### src/include/tmr2_defs.vh
/*
 * constants for the 16-bit capture/reload timer: register offsets,
 * control bit positions, reset values and timing.
 * assumes inclusion by bare name from the design files.
 */
`ifndef TMR2_DEFS_VH
`define TMR2_DEFS_VH

// ==========================================
// register byte addresses (word aligned)
`define TMR2_ADDR_W 8
`define TMR2_OFS_CTRL 8'hC8
`define TMR2_OFS_RLD 8'hCC
`define TMR2_OFS_CNT 8'hD0
`define TMR2_OFS_IMASK 8'hD4

// ==========================================
// control register fields
`define TMR2_B_OVF 7
`define TMR2_B_EXF 6
`define TMR2_B_RCLK 5
`define TMR2_B_UART_TX_CLOCK_SELECT 4
`define TMR2_B_EXEN 3
`define TMR2_B_RUN 2
`define TMR2_B_CT 1
`define TMR2_B_CPRL 0
`define TMR2_CTRL_RST 8'h00
`define TMR2_CNT_RST 16'h0000
`define TMR2_MASK_RST 2'h0
`define TMR2_CNT_MAX 16'hFFFF

// ==========================================
// timer mode rate: one increment per two system clocks
`define TMR2_TICK_DIV 1'h1
`define TMR2_UNMAPPED 32'h00000000

`endif

### src/verilog/tmr2_edge.v
/*
 * falling edge detector for one synchronous pin.
 * assumes the pin is already synchronous to clk.
 */
`timescale 1ns/10ps
module tmr2_edge (
  // clock, reset, enable
  input wire clk,
  input wire arst_n,
  input wire ce,
  // pin and edge
  input wire pin,
  output reg fall
);

  reg prev;

  // ==========================================
  // previous sample compared with current one
  always @(posedge clk or negedge arst_n) begin
    if (!arst_n) begin
      prev <= 1'b1;
      fall <= 1'b0;
    end else if (ce) begin
      prev <= pin;
      fall <= prev & ~pin;
    end
  end

endmodule

### src/verilog/tmr2_top.v
/*
 * 16-bit timer/counter with auto-reload and capture, Avalon-MM slave.
 * assumes pins synchronous to clk and a single clock domain.
 */
// The implementer's own choice: the Avalon-MM interface to the registers.
`timescale 1ns/10ps
`include "tmr2_defs.vh"

// Function
// - overflow sets flag unless uart clocks selected
// - trigger capture or reload sets edge flag
// - bit 5 picks uart receive clock
// - bit 4 picks uart transmit clock
// - bit 3 enables trigger pin edges
// - bit 2 runs or holds counter
// - timer mode counts every two clocks
// - counter mode counts count pin falls
// - reload mode reloads on overflow and trigger
// - capture mode captures count on trigger
// - uart clock use forces auto-reload
module tmr2_top (
  // clock, reset, enable
  input wire clk,
  input wire arst_n,
  input wire ce,
  // avalon-mm slave
  input wire [7:0] avs_address,
  input wire avs_read,
  input wire avs_write,
  input wire [31:0] avs_writedata,
  output reg [31:0] avs_readdata,
  output reg avs_waitrequest,
  // pins
  input wire count_input_pin,
  input wire ext_trigger_pin,
  // uart baud clocks and interrupt
  input wire timer1_overflow,
  output reg uart_rx_tick,
  output reg uart_tx_tick,
  output reg irq
);

  reg [7:0] ctrl;
  reg [15:0] count;
  reg [15:0] reload_cap;
  reg [1:0] imask;
  reg tick_div;
  reg done;
  wire count_fall;
  wire trig_fall;

  // ==========================================
  // edge detectors for the two pins
  tmr2_edge u_cnt_edge (
    .clk(clk),
    .arst_n(arst_n),
    .ce(ce),
    .pin(count_input_pin),
    .fall(count_fall)
  );

  tmr2_edge u_trg_edge (
    .clk(clk),
    .arst_n(arst_n),
    .ce(ce),
    .pin(ext_trigger_pin),
    .fall(trig_fall)
  );

  // address decode used by both read and write paths
  function hit;
    input [7:0] a;
    input [7:0] ofs;
    begin
      hit = (a == ofs);
    end
  endfunction

  // ==========================================
  // counting decisions
  wire run = ctrl[`TMR2_B_RUN];
  wire baud_mode = ctrl[`TMR2_B_RCLK] | ctrl[`TMR2_B_UART_TX_CLOCK_SELECT];
  wire step = run & (ctrl[`TMR2_B_CT] ? count_fall : (tick_div == `TMR2_TICK_DIV));
  wire ovf = step & (count == `TMR2_CNT_MAX);
  // trigger only acts when enabled and uart clocks unused
  wire trig = ctrl[`TMR2_B_EXEN] & ~baud_mode & trig_fall;
  wire capture_mode = ctrl[`TMR2_B_CPRL] & ~baud_mode;
  wire do_reload = ovf | (trig & ~capture_mode);
  wire do_capture = trig & capture_mode;

  // bus strobes taken on the cycle the slave drops waitrequest
  wire acc = (avs_read | avs_write) & ~avs_waitrequest;
  wire wr = avs_write & ~avs_waitrequest;
  wire wr_ctrl = wr & hit(avs_address, `TMR2_OFS_CTRL);
  wire wr_rld = wr & hit(avs_address, `TMR2_OFS_RLD);
  wire wr_cnt = wr & hit(avs_address, `TMR2_OFS_CNT);
  wire wr_mask = wr & hit(avs_address, `TMR2_OFS_IMASK);

  // flag next values: hardware set wins over a software clear
  wire set_ovf = ovf & ~baud_mode;
  wire set_exf = trig;
  wire [7:0] next_ctrl_w = wr_ctrl ? avs_writedata[7:0] : ctrl;
  wire next_ovf = set_ovf | next_ctrl_w[`TMR2_B_OVF];
  wire next_exf = set_exf | next_ctrl_w[`TMR2_B_EXF];

  // ==========================================
  // control register, count and reload/capture
  always @(posedge clk or negedge arst_n) begin
    if (!arst_n) begin
      ctrl <= `TMR2_CTRL_RST;
      count <= `TMR2_CNT_RST;
      reload_cap <= `TMR2_CNT_RST;
      imask <= `TMR2_MASK_RST;
      tick_div <= 1'b0;
    end else if (ce) begin
      ctrl <= {next_ovf, next_exf, next_ctrl_w[5:0]};
      if (wr_mask) begin
        imask <= avs_writedata[1:0];
      end
      // prescaler clears to 0 while run is low so restart is deterministic
      if (run) begin
        tick_div <= ~tick_div;
      end else begin
        tick_div <= 1'b0;
      end
      if (wr_cnt) begin
        count <= avs_writedata[15:0];
      end else if (do_reload) begin
        count <= reload_cap;
      end else if (step) begin
        count <= count + 16'h0001;
      end
      // capture takes priority over a software write in the same cycle
      if (do_capture) begin
        reload_cap <= count;
      end else if (wr_rld) begin
        reload_cap <= avs_writedata[15:0];
      end
    end
  end

  // ==========================================
  // uart baud ticks and interrupt
  always @(posedge clk or negedge arst_n) begin
    if (!arst_n) begin
      uart_rx_tick <= 1'b0;
      uart_tx_tick <= 1'b0;
      irq <= 1'b0;
    end else if (ce) begin
      uart_rx_tick <= ctrl[`TMR2_B_RCLK] ? ovf : timer1_overflow;
      uart_tx_tick <= ctrl[`TMR2_B_UART_TX_CLOCK_SELECT] ? ovf : timer1_overflow;
      irq <= (next_ovf & imask[1]) | (next_exf & imask[0]);
    end
  end

  // ==========================================
  // bus slave: one wait cycle, then answer
  always @(posedge clk or negedge arst_n) begin
    if (!arst_n) begin
      avs_waitrequest <= 1'b1;
      avs_readdata <= `TMR2_UNMAPPED;
      done <= 1'b0;
    end else if (ce) begin
      done <= acc;
      // drop waitrequest for one cycle per request, never back to back
      avs_waitrequest <= ~((avs_read | avs_write) & avs_waitrequest & ~done);
      if (avs_read & avs_waitrequest) begin
        if (hit(avs_address, `TMR2_OFS_CTRL)) begin
          avs_readdata <= {24'h000000, ctrl};
        end else if (hit(avs_address, `TMR2_OFS_RLD)) begin
          avs_readdata <= {16'h0000, reload_cap};
        end else if (hit(avs_address, `TMR2_OFS_CNT)) begin
          avs_readdata <= {16'h0000, count};
        end else if (hit(avs_address, `TMR2_OFS_IMASK)) begin
          avs_readdata <= {30'h00000000, imask};
        end else begin
          avs_readdata <= `TMR2_UNMAPPED;
        end
      end
    end
  end

endmodule
### config.mk
export PLATFORM = sky130hd
export DESIGN_NAME = tmr2_top
export DESIGN_NICKNAME = d
export VERILOG_FILES = /design/src/verilog/tmr2_edge.v /design/src/verilog/tmr2_top.v
export VERILOG_INCLUDE_DIRS = /design/src /design/src/include
export SDC_FILE = /design/constraint.sdc
export NUM_CORES = 1
export LEC_CHECK = 0
export ABC_AREA = 1
export BUFFER_PORTS_ARGS = -buffer_cell sky130_fd_sc_hd__clkbuf_2
export CAP_MARGIN = 10
export CORE_MARGIN = 1.5
export CORE_UTILIZATION = 43
export DETAILED_ROUTE_END_ITERATION = 16
export GPL_TIMING_DRIVEN = 0
export SLEW_MARGIN = 20
export SYNTH_ARGS = -nofsm -noshare
export SYNTH_HDL_FRONTEND = slang
export SYNTH_SLANG_ARGS = --single-unit
### constraint.sdc
create_clock -name clk -period 1.75 [get_ports clk]
set_input_delay 0.175 -clock clk [delete_from_list [all_inputs] [get_ports clk]]
set_output_delay 0.175 -clock clk [all_outputs]
set_load 0.02 [all_outputs]
**Word-level counts from Yosys, hierarchy flattened**

Index checks and enable logic that the tools add are counted.

- $add $sub $neg: 1
- Bitwise operators: 35
- Equal/unequal tests: 5
- Reduce and logical (&&, ||, !) cells: 7
- Multiplexer cells: 14

Operator list:

| cell | count |
|---|---|
| $mux W16 | 8 |
| $eq A8 B8 Y1 const B | 4 |
| $and A1 B1 Y1 | 21 |
| $add A16 B1 Y16 const B | 1 |
| $eq A16 B16 Y1 const B | 1 |
| $reduce_and A2 Y1 | 5 |
| $mux W8 | 1 |
| $not A1 Y1 | 8 |
| $or A1 B1 Y1 | 6 |
| $mux W1 | 4 |
| $reduce_bool A3 Y1 | 1 |
| $mux W2 | 1 |
| $reduce_bool A2 Y1 | 1 |

- Output and inout bits: 36
- Logic and storage cells: 78
- Register bits: 84

**Longest topological paths before layout**

- Depth in word-level cells: 8
- Depth in mapped cells: 12
- Gate-level depth less buffers: 11

**Modules after synthesis**

A second synthesis with hierarchy kept.

- Cells, all modules: 634
- Area, all modules: 4,301.6 sq um

By module, submodules not included:

| module | seq. area each (sq um) | cells an instance | area an instance (sq um) | times used |
|---|---|---|---|---|
| tmr2_top | 1,602.8 | 614 | 4,136.5 | 1 |
| tmr2_edge | 51.3 | 10 | 82.6 | 2 |

**Least setup slack after synthesis**

Ideal clock, no wire load.

- Path type: reg2reg
- Start: reg count[1]
- End: reg count[2]
- Buffers on the path: 1
- Period minus slack after synthesis: 1.554 ns
- Stages on the path, launching flop included: 12
- Setup slack: 0.196 ns
- Arrival time: 1.433 ns
- Cells stage by stage: dfrtp_1 -> ha_1 -> nand2_1 -> nor2_4 -> nand2_4 -> nor2_8 -> nand2_8 -> nand2_8 -> buf_12 -> nand2_1 -> nand3_1 -> a21oi_1

- Word-level cells in the longest chain between the ends: 5
- Elaborated cells on any way between the ends: 9
- Those cells by class: add/sub (1); eq/ne (1); mux (3); bitwise (2); reduce/logical (2)

RTL lines:

| what | RTL line | source |
|---|---|---|
| start, declared | tmr2_top.v:44 | `reg [15:0] count;` |
| start signal, assigned | tmr2_top.v:111 | `` count <= `TMR2_CNT_RST; `` |
| start signal, assigned | tmr2_top.v:127 | `count <= avs_writedata[15:0];` |
| start signal, assigned | tmr2_top.v:129 | `count <= reload_cap;` |
| parallel branches: the longest is 5 deep, another holds $add A16 B1 Y16 | -- |  |

Parallel ways; which one is timed is not known. The select of a mux whose other input is x is not followed.
A chain may end at the register's enable or synchronous reset.

**Final worst setup path**

- Start: reg count[0]
- End: reg count[14]

The elaborated chain is that of the path after synthesis.

==> metrics.md <==
| Metric | Value |
|---|---|
| TritonCTS Sinks | `68` |
| Port Buffers | `50` |
| Gpl congestion | `0.8915` |
| Crit path max fanout | `7` |
| Largest net degree at the start of global routing | `42` |
| Clk_lat worst skew | `0.36 ns` |
| Yosys reg bits | `68` |
| Reg2reg end | `count[14]` |
| P&R area growth vs syn | `22.33%` |
| Hold Vio Cnt, Final | `0` |
| Final Cell Area | `5313 sq um` |
| Lkg Pwr | `0.002761 uW` |
| Fin Clk Skew | `0.008297 ns` |
| Critical Path End | `count[14]` |
| Cell Rows | `36` |
| CP endpoint kind | `register` |
| Die area | `10710 sq um` |
| Die Span Y | `103.5 um` |
| Grt total ovfl | `0` |
| First-pass GRT wire length | `19.04 mm` |
| Yosys cell types | `37` |
| Max Freq | `0.5839 GHz` |
| Critical setup path kind | `register to register` |
| Crit path DAT | `2.01 ns` |
| Crit start category | `register` |
| Post-synthesis sequential area ratio | `39.27%` |
| Vias/cell | `4.929` |
| TritonCTS clock tree | `yes` |
| Diodes inserted | `0` |
| Placed cell area | `4838 sq um` |
| Die width | `103.5 um` |
| Routed Antenna Nets | `0` |
| Max-cap viol count | `0` |
| Share of cells above drive strength 1 | `25.63%` |
| Hpwl dp | `9.135 mm` |
| Flop-to-flop setup slack | `0.04 ns` |
| Crit path required time | `2.05 ns` |
| Pwr dens | `946.1 nW/um^2` |
| Residual DRC | `0` |
| Max VDD drop | `0.0005290 V` |
| RSZ-0062 raised after global routing | `yes` |
| Post-synth EDFFs | `0` |
| Reg2Reg Launch Point | `count[0]` |
| Vias in the first global route | `3777` |
| Clock slew at reported path FFs | `0.08 ns` |
| Initial DRC count | `269` |
| Wirelength, routed | `12.15 mm` |
| Final period utilization | `97.86%` |
| Setup TNS | `0 ns` |
| Nets | `762` |
| Gr usage total | `23.80%` |
| Yosys warns | `0` |
| CTS H-tree depth | `3` |
| Endpoints failing setup | `0` |
| Root buffer cell | `clkbuf_8` |
| Core Region | `9774 sq um` |
| Initial core utilization | `44.43%` |
| Final-report max-slew violation count | `0` |
| Ys async rst share | `100.0%` |
| DR vias | `4195` |
| Synthesized cell area | `4343 sq um` |
| Min cycle time layout | `1.713 ns` |
| Status | `finished clean` |
| Critical Path Start | `count[0]` |
| Avg WL per Cell | `14.28 um` |
| Longest Clk Path Bufs | `2` |
| DRT Pass-1 Iters | `4` |
| Main synth FF type | `dfrtp_1` |
| TritonCTS buffer count | `9` |
| Antenna violations before repair | `0` |
| Syn avg cell area | `6.938 sq um` |
| Reg2Reg Depth | `12` |
| Hold Path Class | `input pin to register` |
| Post-Syn Instances | `626` |
| Ports | `84` |
[metrics by stage]
stage	worst slack (ns)	utilization (%)	total power [uW]	std cells	hold WS, ns
after floorplan	0.1958	-	3009	641	-0.1206
final	0.03738	54.35	5026	851	0.05509
after CTS	0.004432	52.14	4933	844	0.04768
after global routing	-0.05607	54.35	5334	851	0.07939
after global placement	-0.2356	49.27	3385	824	0.4127
after detailed placement	-0.2251	49.50	3413	825	0.1637
[cell families after synthesis]
family / share of synthesized area, %
AND/OR/NAND/NOR: 36.19
buffers and inverters: 11.32
AO/OA/AOI/OAI: 12.24
flip-flops: 39.27
XOR/XNOR: 0.6051
adder cells (fa/ha/maj): 0.2881
other: 0.08635
[area by class of cell]
class | instances | area, sq um
Buffer | 38 | 269.0
Clock buffer | 12 | 145.1
Clock inverter | 4 | 72.57
Fill cell | 994 | 4462
Inverter | 63 | 236.5
Multi-Input combinational cell | 472 | 2336
Sequential cell | 68 | 1707
Tap cell | 133 | 166.4
Timing Repair Buffer | 61 | 380.4
[layout by cell type (no fill, tap or decap), types with 3 or more instances in the layout]
master    count
clkbuf_2     53
inv_1        55
nor2_2        6
nor2_4        7
dfstp_2       3
buf_4        28
nand2_4       5
o22ai_1       6
dfrtp_1      64
o21ai_0      44
nor3_1        6
nand3_1      40
o21a_1        6
buf_2         6
nand2_1     183
nor2_1       73
a21oi_1      20
inv_2         8
clkbuf_1      5
or2_2         6
buf_12        3
o21ai_1       4
nand2_2      16
nand4_1       3
clkbuf_8     10
a21oi_2      10
conb_1       16
nand3_2       6
[metal layers]
layer  routed length [um]  global-route usage, %
met4                  296                  10.19
met1                 5907                  33.65
met5                    0                      0
met2                 5358                  36.80
met3                  589                  3.024
[how the worst min path moves through the flow]
stage                          startpoint         endpoint  slack [ns]  depth (start not counted)
after global routing      ext_trigger_pin  u_trg_edge.prev        0.08                          3
after floorplan                    arst_n  avs_readdata[0]       -0.12                          0
after global placement    ext_trigger_pin  u_trg_edge.prev        0.41                          3
after CTS                 count_input_pin  u_cnt_edge.prev        0.05                          3
after detailed placement           arst_n  avs_readdata[4]        0.16                          1
final                     count_input_pin  u_cnt_edge.prev        0.06                          3
[report_power, final]
| group | switching [uW] | internal [uW] |
|---|---|---|
| Clock | 627 | 840 |
| Sequential | 246 | 1820 |
| Combinational | 916 | 576 |
[Yosys cell counts, types with 2 or more instances]
cell,n,area (sq um)
nand2_1,198,743.2
nor2_1,78,292.8
dfrtp_1,65,1627
inv_1,56,210.2
nand3_1,46,230.2
o21ai_0,44,220.2
a21oi_1,23,115.1
buf_4,21,157.7
buf_2,8,40.04
a21oi_2,7,61.31
clkbuf_1,7,26.28
inv_2,7,26.28
nor3_1,6,30.03
o21a_1,6,45.04
o22ai_1,6,37.54
or2_2,6,37.54
nand2_2,4,25.02
nor2_2,4,25.02
nor2_4,4,45.04
o21ai_1,4,20.02
dfstp_2,3,78.83
nand4_1,3,18.77
nand2_4,2,22.52
nand2_8,2,40.04
nand3b_1,2,15.01
nor3_2,2,20.02
xor2_1,2,17.52
[repair_timing]
item,4_1_cts,5_1_grt
resized for setup,6,44
pin swaps,0,22
gates cloned,0,1
endpoints found under the setup margin,25,34
buffers inserted,2,6
endpoints found under the hold margin,27,0
hold buffers,1,0
[worst max-delay path, cell delays in order (launching register included)]
cell	delay [ns]
dfrtp_1	0.39
ha_4	0.18
nand2_4	0.05
nor2_4	0.17
nand2_4	0.10
nor2_8	0.17
nand2_8	0.10
nand2_8	0.11
buf_12	0.12
nand2_1	0.07
nand3_1	0.08
nand2_1	0.05
nand2_1	0.05
[state kept, by name (all words and copies together) (netlist names)]
name / count
avs_readdata: 16
avs_waitrequest: 1
count: 16
ctrl: 8
done: 1
imask: 2
irq: 1
reload_cap: 16
tick_div: 1
u_cnt_edge.fall: 1
u_cnt_edge.prev: 1
u_trg_edge.fall: 1
u_trg_edge.prev: 1
uart_rx_tick: 1
uart_tx_tick: 1
No activity file was read; power rests on OpenSTA's default activity.
